**config.mk**
```make
export PLATFORM = sky130hd
export DESIGN_NAME = dtm_regs
export DESIGN_NICKNAME = d
export VERILOG_FILES = /design/src/rtl/dtm_prescale.v /design/src/rtl/dtm_timer.v /design/src/rtl/dtm_regs.v
export VERILOG_INCLUDE_DIRS = /design/src /design/src/rtl
export SDC_FILE = /design/constraint.sdc
export NUM_CORES = 1
export LEC_CHECK = 0
export ABC_AREA = 1
export BUFFER_PORTS_ARGS = -buffer_cell sky130_fd_sc_hd__buf_2
export CAP_MARGIN = 10
export CORE_UTILIZATION = 45
export CTS_BUF_LIST = sky130_fd_sc_hd__clkbuf_8
export DETAILED_ROUTE_END_ITERATION = 10
export PLACE_DENSITY = 0.68
export SYNTH_ARGS = -nofsm -noshare
export SYNTH_HDL_FRONTEND = slang
export SYNTH_SLANG_ARGS = --single-unit
```
**constraint.sdc**
```tcl
create_clock -name CLK -period 2.1 [get_ports CLK]
set_input_delay 0.105 -clock CLK [delete_from_list [all_inputs] [get_ports CLK]]
set_output_delay 0.105 -clock CLK [all_outputs]
set_load 0.02 [all_outputs]
```
**src/rtl/dtm_map.vh**
```
// Register map, field positions and reset values of the dual timer register slice
`ifndef DTM_MAP_VH
`define DTM_MAP_VH

// ----------------------------------------------------------------
// Register indices (byte address is four times the index)
// ----------------------------------------------------------------
`define DTM_IDX_TMCTL 6'h08
`define DTM_IDX_INTCTL 6'h09
`define DTM_IDX_T1WIN 6'h0A
`define DTM_IDX_T2WIN 6'h0B
`define DTM_IDX_T1PRE 6'h0E
`define DTM_IDX_STAT 6'h20
`define DTM_IDX_MASK 6'h21

// ----------------------------------------------------------------
// Field positions
// ----------------------------------------------------------------
`define DTM_B_PWM_SEL 0
`define DTM_B_GIE 1
`define DTM_B_T1_UNMASK 2
`define DTM_B_T2_UNMASK 3
`define DTM_B_T1_RELOAD 0
`define DTM_B_T1_CLKSRC 1
`define DTM_B_T1_RUN 2
`define DTM_B_T2_RUN 3
`define DTM_B_T1_TOGGLE 3
`define DTM_B_T1_FLAG 0
`define DTM_B_T2_FLAG 1

// ----------------------------------------------------------------
// Reset values and bus answers
// ----------------------------------------------------------------
`define DTM_RST_NIB 4'h0
`define DTM_RST_FLAGS 2'h0
`define DTM_RST_BYTE 8'h00
`define DTM_RESP_OKAY 2'h0
`define DTM_RESP_SLVERR 2'h2
`define DTM_T2_DIV_CODE 3'h0

`endif

```
**src/rtl/dtm_prescale.v**
```verilog
// Power-of-two clock prescaler: code 0 divides by 256, code 7 by 2
`timescale 1ns/10ps
`default_nettype none

module dtm_prescale #(
  parameter WIDTH = 8
) (
  input wire clk,
  input wire rst_n,
  input wire ce,
  input wire [2:0] code,
  output wire tick
);

  reg [WIDTH-1:0] cnt_reg;
  wire [WIDTH-1:0] care;
  wire [3:0] span;

  // Number of low counter bits that must all be ones for a tick
  assign span = 4'h8 - {1'b0, code};

  genvar i;
  generate
    for (i = 0; i < WIDTH; i = i + 1) begin : g_bit
      assign care[i] = (i >= span) | cnt_reg[i];
    end
  endgenerate

  assign tick = &care;

  always @(posedge clk or negedge rst_n) begin
    if (!rst_n) begin
      cnt_reg <= {WIDTH{1'b0}};
    end else if (ce) begin
      cnt_reg <= cnt_reg + {{(WIDTH-1){1'b0}}, 1'b1};
    end
  end

endmodule // dtm_prescale

`default_nettype wire

```
**src/rtl/dtm_timer.v**
```verilog
// Eight-bit up counter with load, run gate, overflow pulse and optional reload
`timescale 1ns/10ps
`default_nettype none

module dtm_timer (
  input wire clk,
  input wire rst_n,
  input wire ce,
  input wire run,
  input wire tick,
  input wire reload_en,
  input wire [7:0] reload_val,
  input wire load,
  input wire [7:0] load_val,
  output reg [7:0] count,
  output wire ovf
);

  // Overflow is the step out of all ones
  assign ovf = run & tick & (&count) & ~load;

  always @(posedge clk or negedge rst_n) begin
    if (!rst_n) begin
      count <= 8'h00;
    end else if (ce) begin
      // A software load beats a count in the same cycle
      if (load) begin
        count <= load_val;
      end else if (ovf) begin
        count <= reload_en ? reload_val : 8'h00;
      end else if (run & tick) begin
        count <= count + 8'h01;
      end
    end
  end

endmodule // dtm_timer

`default_nettype wire

```
**src/rtl/dtm_regs.v**
```verilog
// Dual timer interrupt, PWM pin and counter window register slice with AXI4-Lite slave
`timescale 1ns/10ps
`default_nettype none
`include "dtm_map.vh"

// Functional notes
// - Halt clears PWM select, global enable, masks
// - PWM select drives PWM on pin
// - PWM rate follows toggle and reload settings
// - Global enable gates all timer interrupts
// - Timer one mask gates its requests
// - Timer two mask gates its requests
// - Timer one counter through one nibble window
// - Timer two counter through one nibble window
// - Low nibble first, then high nibble
// - Prescaler code divides clock 256 down to 2
// - Toggle select drives toggle when PWM off
// - Toggle and PWM off keep pin general purpose
// - External source counts pin, pin forced input
// - Run bits start and stop each timer
// - Auto-reload bit enables counter reload
// - Overflow flags stay until software clears
module dtm_regs #(
  parameter ADDR_W = 8
) (
  input wire CLK,
  input wire RST_N,
  input wire CE,
  input wire HALT,
  input wire [ADDR_W-1:0] S_AXI_AWADDR,
  input wire S_AXI_AWVALID,
  output wire S_AXI_AWREADY,
  input wire [31:0] S_AXI_WDATA,
  input wire [3:0] S_AXI_WSTRB,
  input wire S_AXI_WVALID,
  output wire S_AXI_WREADY,
  output wire [1:0] S_AXI_BRESP,
  output wire S_AXI_BVALID,
  input wire S_AXI_BREADY,
  input wire [ADDR_W-1:0] S_AXI_ARADDR,
  input wire S_AXI_ARVALID,
  output wire S_AXI_ARREADY,
  output wire [31:0] S_AXI_RDATA,
  output wire [1:0] S_AXI_RRESP,
  output wire S_AXI_RVALID,
  input wire S_AXI_RREADY,
  input wire PA2_IN,
  output wire PA2_OUT,
  output wire PA2_OE,
  input wire GPIO_PA2_OUT,
  input wire GPIO_PA2_OE,
  input wire [7:0] PWM_DUTY,
  output wire TM1_IRQ_REQ,
  output wire TM2_IRQ_REQ,
  output wire IRQ
);

  // ----------------------------------------------------------------
  // Control and status registers
  // ----------------------------------------------------------------
  reg [3:0] intctl_reg;
  reg [3:0] tmctl_reg;
  reg [3:0] t1pre_reg;
  reg [1:0] stat_reg;
  reg [1:0] mask_reg;
  reg [3:0] intctl_next;
  reg [1:0] stat_next;

  wire pwm_pin_select;
  wire global_interrupt_enable;
  wire timer_one_irq_unmask;
  wire timer_two_irq_unmask;
  wire timer_one_auto_reload;
  wire timer_one_clock_source;
  wire timer_one_run;
  wire timer_two_run;
  wire [2:0] timer_one_divider;
  wire timer_one_toggle_pin_select;

  assign pwm_pin_select = intctl_reg[`DTM_B_PWM_SEL];
  assign global_interrupt_enable = intctl_reg[`DTM_B_GIE];
  assign timer_one_irq_unmask = intctl_reg[`DTM_B_T1_UNMASK];
  assign timer_two_irq_unmask = intctl_reg[`DTM_B_T2_UNMASK];
  assign timer_one_auto_reload = tmctl_reg[`DTM_B_T1_RELOAD];
  assign timer_one_clock_source = tmctl_reg[`DTM_B_T1_CLKSRC];
  assign timer_one_run = tmctl_reg[`DTM_B_T1_RUN];
  assign timer_two_run = tmctl_reg[`DTM_B_T2_RUN];
  assign timer_one_divider = t1pre_reg[2:0];
  assign timer_one_toggle_pin_select = t1pre_reg[`DTM_B_T1_TOGGLE];

  // ----------------------------------------------------------------
  // AXI4-Lite write channel
  // ----------------------------------------------------------------
  reg bvalid_reg;
  reg [1:0] bresp_reg;
  wire wr_fire;
  wire wr_en;
  wire [5:0] wr_idx;
  wire [3:0] wr_nib;
  reg wr_known;

  // Address and data are taken together; one write in flight at a time
  assign wr_fire = CE & S_AXI_AWVALID & S_AXI_WVALID & ~bvalid_reg;
  assign S_AXI_AWREADY = wr_fire;
  assign S_AXI_WREADY = wr_fire;
  assign S_AXI_BVALID = bvalid_reg;
  assign S_AXI_BRESP = bresp_reg;
  assign wr_idx = S_AXI_AWADDR[7:2];
  assign wr_nib = S_AXI_WDATA[3:0];
  // Only byte lane 0 carries register bits; other lanes are ignored
  assign wr_en = wr_fire & S_AXI_WSTRB[0];

  always @* begin
    case (wr_idx)
      `DTM_IDX_TMCTL: wr_known = 1'b1;
      `DTM_IDX_INTCTL: wr_known = 1'b1;
      `DTM_IDX_T1WIN: wr_known = 1'b1;
      `DTM_IDX_T2WIN: wr_known = 1'b1;
      `DTM_IDX_T1PRE: wr_known = 1'b1;
      `DTM_IDX_STAT: wr_known = 1'b1;
      `DTM_IDX_MASK: wr_known = 1'b1;
      default: wr_known = 1'b0;
    endcase
  end

  always @(posedge CLK or negedge RST_N) begin
    if (!RST_N) begin
      bvalid_reg <= 1'b0;
      bresp_reg <= `DTM_RESP_OKAY;
    end else if (CE) begin
      if (wr_fire) begin
        bvalid_reg <= 1'b1;
        bresp_reg <= wr_known ? `DTM_RESP_OKAY : `DTM_RESP_SLVERR;
      end else if (S_AXI_BREADY) begin
        bvalid_reg <= 1'b0;
      end
    end
  end

  // ----------------------------------------------------------------
  // AXI4-Lite read channel
  // ----------------------------------------------------------------
  reg rvalid_reg;
  reg [1:0] rresp_reg;
  reg [3:0] rdata_reg;
  reg [3:0] rd_nib;
  reg rd_known;
  wire rd_fire;
  wire [5:0] rd_idx;
  wire [7:0] cnt_all [0:1];
  wire [3:0] shadow_nib [0:1];
  wire [1:0] rd_hi_sel;

  assign rd_fire = CE & S_AXI_ARVALID & ~rvalid_reg;
  assign S_AXI_ARREADY = CE & ~rvalid_reg;
  assign S_AXI_RVALID = rvalid_reg;
  assign S_AXI_RRESP = rresp_reg;
  assign S_AXI_RDATA = {28'h0000000, rdata_reg};
  assign rd_idx = S_AXI_ARADDR[7:2];

  always @* begin
    rd_known = 1'b1;
    case (rd_idx)
      `DTM_IDX_TMCTL: rd_nib = tmctl_reg;
      `DTM_IDX_INTCTL: rd_nib = intctl_reg;
      // Low read returns live bits, high read the nibble frozen with it
      `DTM_IDX_T1WIN: rd_nib = rd_hi_sel[0] ? shadow_nib[0] : cnt_all[0][3:0];
      `DTM_IDX_T2WIN: rd_nib = rd_hi_sel[1] ? shadow_nib[1] : cnt_all[1][3:0];
      `DTM_IDX_T1PRE: rd_nib = t1pre_reg;
      `DTM_IDX_STAT: rd_nib = {2'h0, stat_reg};
      `DTM_IDX_MASK: rd_nib = {2'h0, mask_reg};
      default: begin
        rd_nib = 4'h0;
        rd_known = 1'b0;
      end
    endcase
  end

  always @(posedge CLK or negedge RST_N) begin
    if (!RST_N) begin
      rvalid_reg <= 1'b0;
      rresp_reg <= `DTM_RESP_OKAY;
      rdata_reg <= `DTM_RST_NIB;
    end else if (CE) begin
      if (rd_fire) begin
        rvalid_reg <= 1'b1;
        rresp_reg <= rd_known ? `DTM_RESP_OKAY : `DTM_RESP_SLVERR;
        rdata_reg <= rd_nib;
      end else if (S_AXI_RREADY) begin
        rvalid_reg <= 1'b0;
      end
    end
  end

  // ----------------------------------------------------------------
  // Pin input synchroniser and external clock edge
  // ----------------------------------------------------------------
  reg pa2_meta_reg;
  reg pa2_sync_reg;
  reg pa2_last_reg;
  wire ext_tick;

  always @(posedge CLK or negedge RST_N) begin
    if (!RST_N) begin
      pa2_meta_reg <= 1'b0;
      pa2_sync_reg <= 1'b0;
      pa2_last_reg <= 1'b0;
    end else if (CE) begin
      pa2_meta_reg <= PA2_IN;
      pa2_sync_reg <= pa2_meta_reg;
      pa2_last_reg <= pa2_sync_reg;
    end
  end

  assign ext_tick = pa2_sync_reg & ~pa2_last_reg;

  // ----------------------------------------------------------------
  // Prescalers and tick selection
  // ----------------------------------------------------------------
  wire t1_int_tick;
  wire t2_int_tick;
  wire [1:0] tick_all;
  wire [1:0] run_all;
  wire [1:0] reload_all;
  wire [1:0] ovf_all;

  dtm_prescale #(
    .WIDTH(8)
  ) u_pre1 (
    .clk(CLK),
    .rst_n(RST_N),
    .ce(CE),
    .code(timer_one_divider),
    .tick(t1_int_tick)
  );

  // Timer two runs from a fixed division by 256; its prescaler code is not programmable
  dtm_prescale #(
    .WIDTH(8)
  ) u_pre2 (
    .clk(CLK),
    .rst_n(RST_N),
    .ce(CE),
    .code(`DTM_T2_DIV_CODE),
    .tick(t2_int_tick)
  );

  assign tick_all[0] = timer_one_clock_source ? ext_tick : t1_int_tick;
  assign tick_all[1] = t2_int_tick;
  assign run_all = {timer_two_run, timer_one_run};
  // Timer two always reloads its last written value
  assign reload_all = {1'b1, timer_one_auto_reload};

  // ----------------------------------------------------------------
  // Counter windows and timers, one per channel
  // ----------------------------------------------------------------
  genvar g;
  generate
    for (g = 0; g < 2; g = g + 1) begin : g_tmr
      localparam [5:0] WIN_IDX = (g == 0) ? `DTM_IDX_T1WIN : `DTM_IDX_T2WIN;
      reg wr_hi_reg;
      reg [3:0] lo_pend_reg;
      reg [7:0] reload_reg;
      reg rd_hi_reg;
      reg [3:0] shadow_reg;
      wire win_wr;
      wire win_rd;
      wire load;

      assign win_wr = wr_en & (wr_idx == WIN_IDX);
      assign win_rd = rd_fire & (rd_idx == WIN_IDX);
      assign load = win_wr & wr_hi_reg;
      assign rd_hi_sel[g] = rd_hi_reg;
      assign shadow_nib[g] = shadow_reg;

      always @(posedge CLK or negedge RST_N) begin
        if (!RST_N) begin
          wr_hi_reg <= 1'b0;
          lo_pend_reg <= `DTM_RST_NIB;
          reload_reg <= `DTM_RST_BYTE;
          rd_hi_reg <= 1'b0;
          shadow_reg <= `DTM_RST_NIB;
        end else if (CE) begin
          // Write pair: low nibble parks, high nibble commits the byte
          if (win_wr) begin
            wr_hi_reg <= ~wr_hi_reg;
            if (!wr_hi_reg) begin
              lo_pend_reg <= wr_nib;
            end else begin
              reload_reg <= {wr_nib, lo_pend_reg};
            end
          end
          // Read pair: low read freezes the upper nibble for the next read
          if (win_rd) begin
            rd_hi_reg <= ~rd_hi_reg;
            if (!rd_hi_reg) begin
              shadow_reg <= cnt_all[g][7:4];
            end
          end
        end
      end

      dtm_timer u_tmr (
        .clk(CLK),
        .rst_n(RST_N),
        .ce(CE),
        .run(run_all[g]),
        .tick(tick_all[g]),
        .reload_en(reload_all[g]),
        .reload_val(reload_reg),
        .load(load),
        .load_val({wr_nib, lo_pend_reg}),
        .count(cnt_all[g]),
        .ovf(ovf_all[g])
      );
    end
  endgenerate

  // ----------------------------------------------------------------
  // Register writes, halt clear and sticky flags
  // ----------------------------------------------------------------
  always @* begin
    intctl_next = intctl_reg;
    if (wr_en && wr_idx == `DTM_IDX_INTCTL) begin
      intctl_next = wr_nib;
    end
    // Halt wins over a write in the same cycle
    if (HALT) begin
      intctl_next = 4'h0;
    end
    stat_next = stat_reg;
    if (wr_en && wr_idx == `DTM_IDX_STAT) begin
      stat_next = stat_reg & ~wr_nib[1:0];
    end
    // A new overflow beats a clear arriving in the same cycle
    stat_next = stat_next | ovf_all;
  end

  always @(posedge CLK or negedge RST_N) begin
    if (!RST_N) begin
      intctl_reg <= `DTM_RST_NIB;
      tmctl_reg <= `DTM_RST_NIB;
      t1pre_reg <= `DTM_RST_NIB;
      stat_reg <= `DTM_RST_FLAGS;
      mask_reg <= `DTM_RST_FLAGS;
    end else if (CE) begin
      intctl_reg <= intctl_next;
      stat_reg <= stat_next;
      if (wr_en && wr_idx == `DTM_IDX_TMCTL) begin
        tmctl_reg <= wr_nib;
      end
      if (wr_en && wr_idx == `DTM_IDX_T1PRE) begin
        t1pre_reg <= wr_nib;
      end
      if (wr_en && wr_idx == `DTM_IDX_MASK) begin
        mask_reg <= wr_nib[1:0];
      end
    end
  end

  // ----------------------------------------------------------------
  // Interrupt requests
  // ----------------------------------------------------------------
  assign TM1_IRQ_REQ = stat_reg[`DTM_B_T1_FLAG] & timer_one_irq_unmask
                     & global_interrupt_enable;
  assign TM2_IRQ_REQ = stat_reg[`DTM_B_T2_FLAG] & timer_two_irq_unmask
                     & global_interrupt_enable;
  assign IRQ = (TM1_IRQ_REQ & mask_reg[`DTM_B_T1_FLAG])
             | (TM2_IRQ_REQ & mask_reg[`DTM_B_T2_FLAG]);

  // ----------------------------------------------------------------
  // Toggle, PWM and pin mux
  // ----------------------------------------------------------------
  reg toggle_reg;
  reg pin_out_reg;
  reg pin_oe_reg;
  reg pin_out_next;
  reg pin_oe_next;
  wire toggle_active;
  wire pwm_level;

  // Toggle runs for the toggle pin and as the PWM rate divider
  assign toggle_active = timer_one_toggle_pin_select;

  always @(posedge CLK or negedge RST_N) begin
    if (!RST_N) begin
      toggle_reg <= 1'b0;
    end else if (CE) begin
      if (toggle_active && ovf_all[0]) begin
        toggle_reg <= ~toggle_reg;
      end
    end
  end

  // Period is the timer one overflow rate, set by the reload value;
  // toggle select doubles it into a square wave
  assign pwm_level = timer_one_toggle_pin_select ? toggle_reg
                   : (cnt_all[0] < PWM_DUTY);

  always @* begin
    pin_out_next = GPIO_PA2_OUT;
    pin_oe_next = GPIO_PA2_OE;
    if (pwm_pin_select) begin
      pin_out_next = pwm_level;
      pin_oe_next = 1'b1;
    end else if (timer_one_toggle_pin_select) begin
      pin_out_next = toggle_reg;
      pin_oe_next = 1'b1;
    end
    // External clock source needs the pin as an input whatever else asks
    if (timer_one_clock_source) begin
      pin_oe_next = 1'b0;
    end
  end

  always @(posedge CLK or negedge RST_N) begin
    if (!RST_N) begin
      pin_out_reg <= 1'b0;
      pin_oe_reg <= 1'b0;
    end else if (CE) begin
      pin_out_reg <= pin_out_next;
      pin_oe_reg <= pin_oe_next;
    end
  end

  assign PA2_OUT = pin_out_reg;
  assign PA2_OE = pin_oe_reg;

endmodule // dtm_regs

`default_nettype wire

```
# After elaboration in Yosys (flattened, before gate mapping)
# Index checks and enable logic that the tools add are counted.
# W data, S select, Z words.
[word_totals]
reg_bits = 100
latchBits = 0
inputBits = 72
out_inout_bits = 46
romBits = 0
ram_bits = 0
n_memories = 0
[classes]
div = 0
eq_ne = 14
n_bitwise = 48
reduce_logical = 38
muxes = 28
shifts = 0
multipliers = 0
n_lt_le_gt_ge = 9
addsub = 5
[ops]
columns = ["operator", "count"]
rows = [
  ["$eq A6 B4 Y1 const B", 10],
  ["$mux W8", 7],
  ["$add A8 B1 Y8 const B", 4],
  ["$reduce_and A8 Y1", 4],
  ["$reduce_and A2 Y1", 15],
  ["$pmux W4 S7", 1],
  ["$and A1 B1 Y1", 26],
  ["$eq A6 B6 Y1 const B", 4],
  ["$reduce_and A3 Y1", 6],
  ["$ge A3 B4 Y1 const A", 4],
  ["$mux W4", 4],
  ["$reduce_or A7 Y1", 2],
  ["$mux W1", 13],
  ["$not A1 Y1", 10],
  ["$or A1 B1 Y1", 9],
  ["$ge A1 B4 Y1 const A", 2],
  ["$ge A2 B4 Y1 const A", 2],
  ["$lt A8 B8 Y1", 1],
  ["$logic_and A1 B1 Y1", 6],
  ["$mux W2", 3],
  ["$reduce_bool A2 Y1", 3],
  ["$reduce_bool A3 Y1", 2],
  ["$sub A4 B3 Y4 const A", 1],
  ["$and A2 B2 Y2", 1],
  ["2 further kinds", 2],
]

# Logic depth before layout (Yosys ltp)
[depth]
depth_word = 10
ltp_mapped = 16
mapped_depth_nobuf = 16

# Modules after synthesis
# A second synthesis with hierarchy kept.
[unflattened]
hier_cells = 797
hier_area_um2 = 6032.0
[modules_own_cells]
columns = ["module", "seq_area_each_um2", "instances", "area_per_inst_um2", "cells_each"]
rows = [
  ["dtm_regs", 1651.6, 1, 3564.7, 437],
  ["dtm_timer", 200.2, 2, 695.7, 111],
  ["dtm_prescale", 200.2, 2, 538.0, 69],
]

# Worst setup path after synthesis
# No wires, ideal clock.
[synth_path]
path_kind = "reg2reg"
from = "reg t1pre_reg[0]"
to = "reg toggle_reg"
setup_time_ps = 120
arrival_time_ps = 1772
synth_period_minus_slack_ps = 1892
t_required_ps = 1980
setup_slack_ps = 208
path_buffers = 0
stages_incl_launch_ff = 17
path_cell_list = "dfrtp_1 > inv_1 > ha_1 > inv_1 > nand2_1 > nand2_1 > nand3_1 > nand2_1 > nand2_1 > nor2_1 > nand2_1 > nand2_2 > nand3_2 > inv_1 > nand2_1 > o21ai_1 > nand2_1"
[synth_between]
elab_chain_len = 10
[synth_rtl]
columns = ["item", "line_no", "source"]
rows = [
  ["start: declaration", "dtm_regs.v:63", "reg [3:0] t1pre_reg;"],
  ["start signal: assignment", "dtm_regs.v:343", "t1pre_reg <= `DTM_RST_NIB;"],
  ["start signal: assignment", "dtm_regs.v:353", "t1pre_reg <= wr_nib;"],
  ["$sub A4 B3 Y4 (*)", "dtm_prescale.v:20", "assign span = 4'h8 - {1'b0, code};"],
  ["$ge A1 B4 Y1 (tied with other cells)", "dtm_prescale.v:25", "assign care[i] = (i >= span) | cnt_reg[i];"],
  ["$or A1 B1 Y1", "dtm_prescale.v:25", ""],
  ["$reduce_and A8 Y1 (*)", "dtm_prescale.v:29", "assign tick = &care;"],
  ["$mux W1 (*)", "dtm_regs.v:248", "assign tick_all[0] = timer_one_clock_source ? ext_tick : t1_int_tick;"],
  ["$and A1 B1 Y1 (*) (3 in series)", "dtm_timer.v:20", "assign ovf = run & tick & (&count) & ~load;"],
  ["$logic_and A1 B1 Y1 (*)", "dtm_regs.v:389", "if (toggle_active && ovf_all[0]) begin"],
  ["$reduce_and A2 Y1 (no line) (*)", "--", ""],
  ["end signal: assignment", "dtm_regs.v:390", "toggle_reg <= ~toggle_reg;"],
  ["end: declaration", "dtm_regs.v:374", "reg toggle_reg;"],
]
# Mark *: on every way between the ends. The rest lies on a longest branch, timed or not.
# A chain may end at the register's enable or synchronous reset.

# Worst setup path in the final report
[layout_path]
from = "reg t1pre_reg[1]"
to = "reg g_tmr[0].u_tmr.count[6]"
[layout_between]
elab_chain_len = 10
[layout_rtl]
columns = ["item", "line_no", "source"]
rows = [
  ["$sub A4 B3 Y4 (*)", "dtm_prescale.v:20", ""],
  ["$ge A1 B4 Y1 (tied with other cells)", "dtm_prescale.v:25", ""],
  ["$or A1 B1 Y1", "dtm_prescale.v:25", ""],
  ["$reduce_and A8 Y1 (*)", "dtm_prescale.v:29", ""],
  ["$mux W1 (*)", "dtm_regs.v:248", ""],
  ["$and A1 B1 Y1 (*)", "dtm_timer.v:20, dtm_timer.v:31", ""],
  ["$and A1 B1 Y1 (2 in series)", "dtm_timer.v:20", ""],
  ["$reduce_bool A3 Y1 (no line) or $mux W8 (tied branches)", "--", ""],
  ["$reduce_and A2 Y1 (no line) or $mux W8 (tied branches)", "--", ""],
  ["end signal: assignment", "dtm_timer.v:28", "count <= load_val;"],
  ["end signal: assignment", "dtm_timer.v:30", "count <= reload_en ? reload_val : 8'h00;"],
  ["end signal: assignment", "dtm_timer.v:32", "count <= count + 8'h01;"],
  ["end: declaration", "dtm_timer.v:15", "output reg [7:0] count,"],
]
# Marked as above.

==> run metrics <==
largest net degree at the start of global routing=between 50 and 60; fmax=roughly 500 MHz; share of cells above drive strength 1=between 10% and 20%; number of DRC markers in iteration 0=roughly 360; Synth Area in Adders=under 10%; slew margin rel.=about three fifths; WL/cell=roughly 14 um; Rows=40; final wirelength=between 10 and 15 mm; core area=~12000 um^2; Area after DPL=5990 um^2; ranking of synthesized cells by area=dfrtp_1 44%, nand2_1 11%, inv_1 5.7%, o21ai_0 5.1%, buf_4 4.3%; final slew viol count=0; fin area=roughly 6400 um^2; proportion of netlist area held by the largest area contributor=between 40% and 50%; Die H=between 100 and 150 um; Clock Tree Root=clkbuf_8; endpoints failing hold=0; Setup crit start kind=flip-flop; Die X-Extent=approximately 110 um; mux cell area share after synthesis=0%; leakage=between 3 and 4 nW; most common cell after layout, fill and taps aside=nand2_1; crit share post-route=about 95%; dominant cell type by area after synthesis=dfrtp_1; Max VDD drop=between 200 and 250 uV; Residual DRC=0; # diodes=0; synthesized area=around 5600 um^2; Worst EP required=2.41 ns; Worst setup EP type=flip-flop; nets=858; number of synthesized register bits=98; clock skew=0.0137 ns; Clk pwr share=~29%; Post-synth EDFFs=0; MaxCap Viol Count=0; fraction of registers with async set/reset=100%; Final Instance Count excl. Fillers=around 950; Switching Share=between 30% and 40%; Mapped Cells=700; post-synthesis compound-gate area fraction=approximately an eighth; Final Core Density=between 50 and 60%; Flop pwr share=between 50% and 60%; I/O pins=around 120; power per cell area=673 nW/um^2; first-pass GRT wire length=about 22 mm; Reg clk slew, reported paths=0.10 ns; internal power=approximately 2.9 mW; commonest cells after routing, fill and taps aside=161 x nand2_1, 98 x dfrtp_1, 83 x inv_1, 57 x o21ai_0, 51 x buf_2; placed cells=about 920; # setup viols final=0; sequential share of the synthesized area=43.9%; dpl hpwl=around 9.6 mm; total power draw=roughly 4.3 mW; initial core utilization=between 40 and 50%; die area=12900 um^2; clock sink count=98; First-pass DRT Iterations=5; WS Path Type=reg -> reg; cts bufs inserted=9; main combinational cell family by area after synthesis=simple AND/OR/NAND/NOR gates; Least-Margin Pin Slew=between 0.6 and 0.7 ns; DR vias/cell=between 5 and 6; critical path data arrival time=between 2 and 2.5 ns; Mapped Avg Cell Area=about 8.0 um^2; GRT Overall Usage=a little over a fifth; Period minus WS final=between 1.5 and 2 ns; WHS=0.0275 ns; CP Max Fanout=8; Net Sw Power=roughly 1.4 mW; DR vias=a little under 5k; Post-Synth XOR/XNOR Area=between 3 and 4%; Synth cell types=47; run status=completed; Max Buffers Root-to-Sink=2; FILL cells=~1.1k; Synth Flop Type=dfrtp_1; Synth Area in Simple Gates=between 20% and 30%; Comb pwr share=between 10% and 20%; GRT overflow=0; number of warnings issued by yosys=0; GPL Wtd Cong=slightly above 0.9; Clock Latency Late Sink=about 0.38 ns; Syn-to-layout area delta=14.4%; IO Port Bufs=52; TritonCTS clock tree=done; number of H-tree levels=3; vias in the first global route=4522; initial antenna violation count=0; Hold/Removal Path Class=in -> reg; post-route ant nets=0
==> per-layer routing <==
metal	track usage, %	part of all wire (%)	up-vias
met3	3.51	5.6	27
li1	-	-	2363
met5	0	0	-
met4	11.1	3.2	0
met1	31.3	47	2264
met2	32.4	44	180
==> cells in the mapped netlist, types with 5 or more instances <==
cell	number
nand2_1	171
a21oi_1	31
nor3_1	11
nand4_1	16
o211ai_1	5
ha_1	14
dfrtp_1	98
o21ai_1	7
clkbuf_1	7
inv_1	85
xor2_1	22
buf_4	32
nand3_1	33
o21ai_0	57
nand2_2	5
nor2_1	48
o22ai_1	7
inv_2	7
==> power groups by stage <==
stage	logic, mW	registers [mW]	clock network (mW)
floorplan	0.542	2.29	0
global placement	0.754	2.28	0
detailed placement	0.778	2.28	0
CTS	0.791	2.25	1.27
global route	0.928	2.28	1.35
finish	0.807	2.25	1.25
==> critical path: stages, from the launching register on <==
cell and delay, ns:
dfrtp_1 0.40, inv_2 0.10, ha_4 0.17, nand2_2 0.08
nand2_2 0.08, nand2_1 0.06, nand2_1 0.07, nand3_1 0.07
nor2_1 0.13, nand2_1 0.11, nand2_4 0.12, nand3_4 0.09
buf_8 0.18, nand2_2 0.07, nand3_2 0.07, a21oi_2 0.13
==> final timing paths <==
check | startpoint | endpoint | slack [ns] | depth (start not counted)
setup / recovery | t1pre_reg[1]$_DFFE_PN0P_ | g_tmr[0].u_tmr.count[6]$_DFFE_PN0P_ | 0.10 | 15
hold / removal | S_AXI_WDATA[2] | g_tmr[1].reload_reg[6]$_DFFE_PN0P_ | 0.03 | 3
setup reg to reg | t1pre_reg[1]$_DFFE_PN0P_ | g_tmr[0].u_tmr.count[6]$_DFFE_PN0P_ | 0.10 | 15
hold reg to reg | pa2_meta_reg$_DFFE_PN0P_ | pa2_meta_reg$_DFFE_PN0P_ | 0.48 | 2
max in group asynchronous | RST_N | g_tmr[0].reload_reg[5]$_DFFE_PN0P_ | 1.14 | 3
min in group asynchronous | RST_N | u_pre2.cnt_reg[5]$_DFFE_PN0P_ | 0.26 | 2
==> per-stage QoR <==
stage / setup TNS (ns) / setup WS (ns)
floorplan: 0 / 0.208
finish: 0 / 0.104
global placement: 0 / 0.145
detailed placement: 0 / 0.00206
CTS: 0 / 0.0280
global route: -0.377 / -0.0607
==> final cells by class <==
type	count	area (um^2)	share of cell area [%]
Tap cell	168	210	3.29
Inverter	92	345	5.41
Timing Repair Buffer	74	460	7.21
Clock inverter	6	58.8	0.920
Multi-Input combinational cell	497	2720	42.6
Clock buffer	10	138	2.15
Sequential cell	98	2450	38.4
==> cell families after synthesis <==
kind of cell,count (synthesis)
AO/OA/AOI/OAI,123
XOR/XNOR,25
adder cells (fa/ha/maj),14
buffers and inverters,134
flip-flops,98
other,1
AND/OR/NAND/NOR,305
==> timing repair <==
item                                    CTS  global route
gates resized for setup                   1            36
hold endpoints to repair                 47             0
hold buffers                              5             0
buffers inserted                          0             3
pin swaps                                 0            12
endpoints found under the setup margin    6            12
Power figures use the tool's default switching activity.
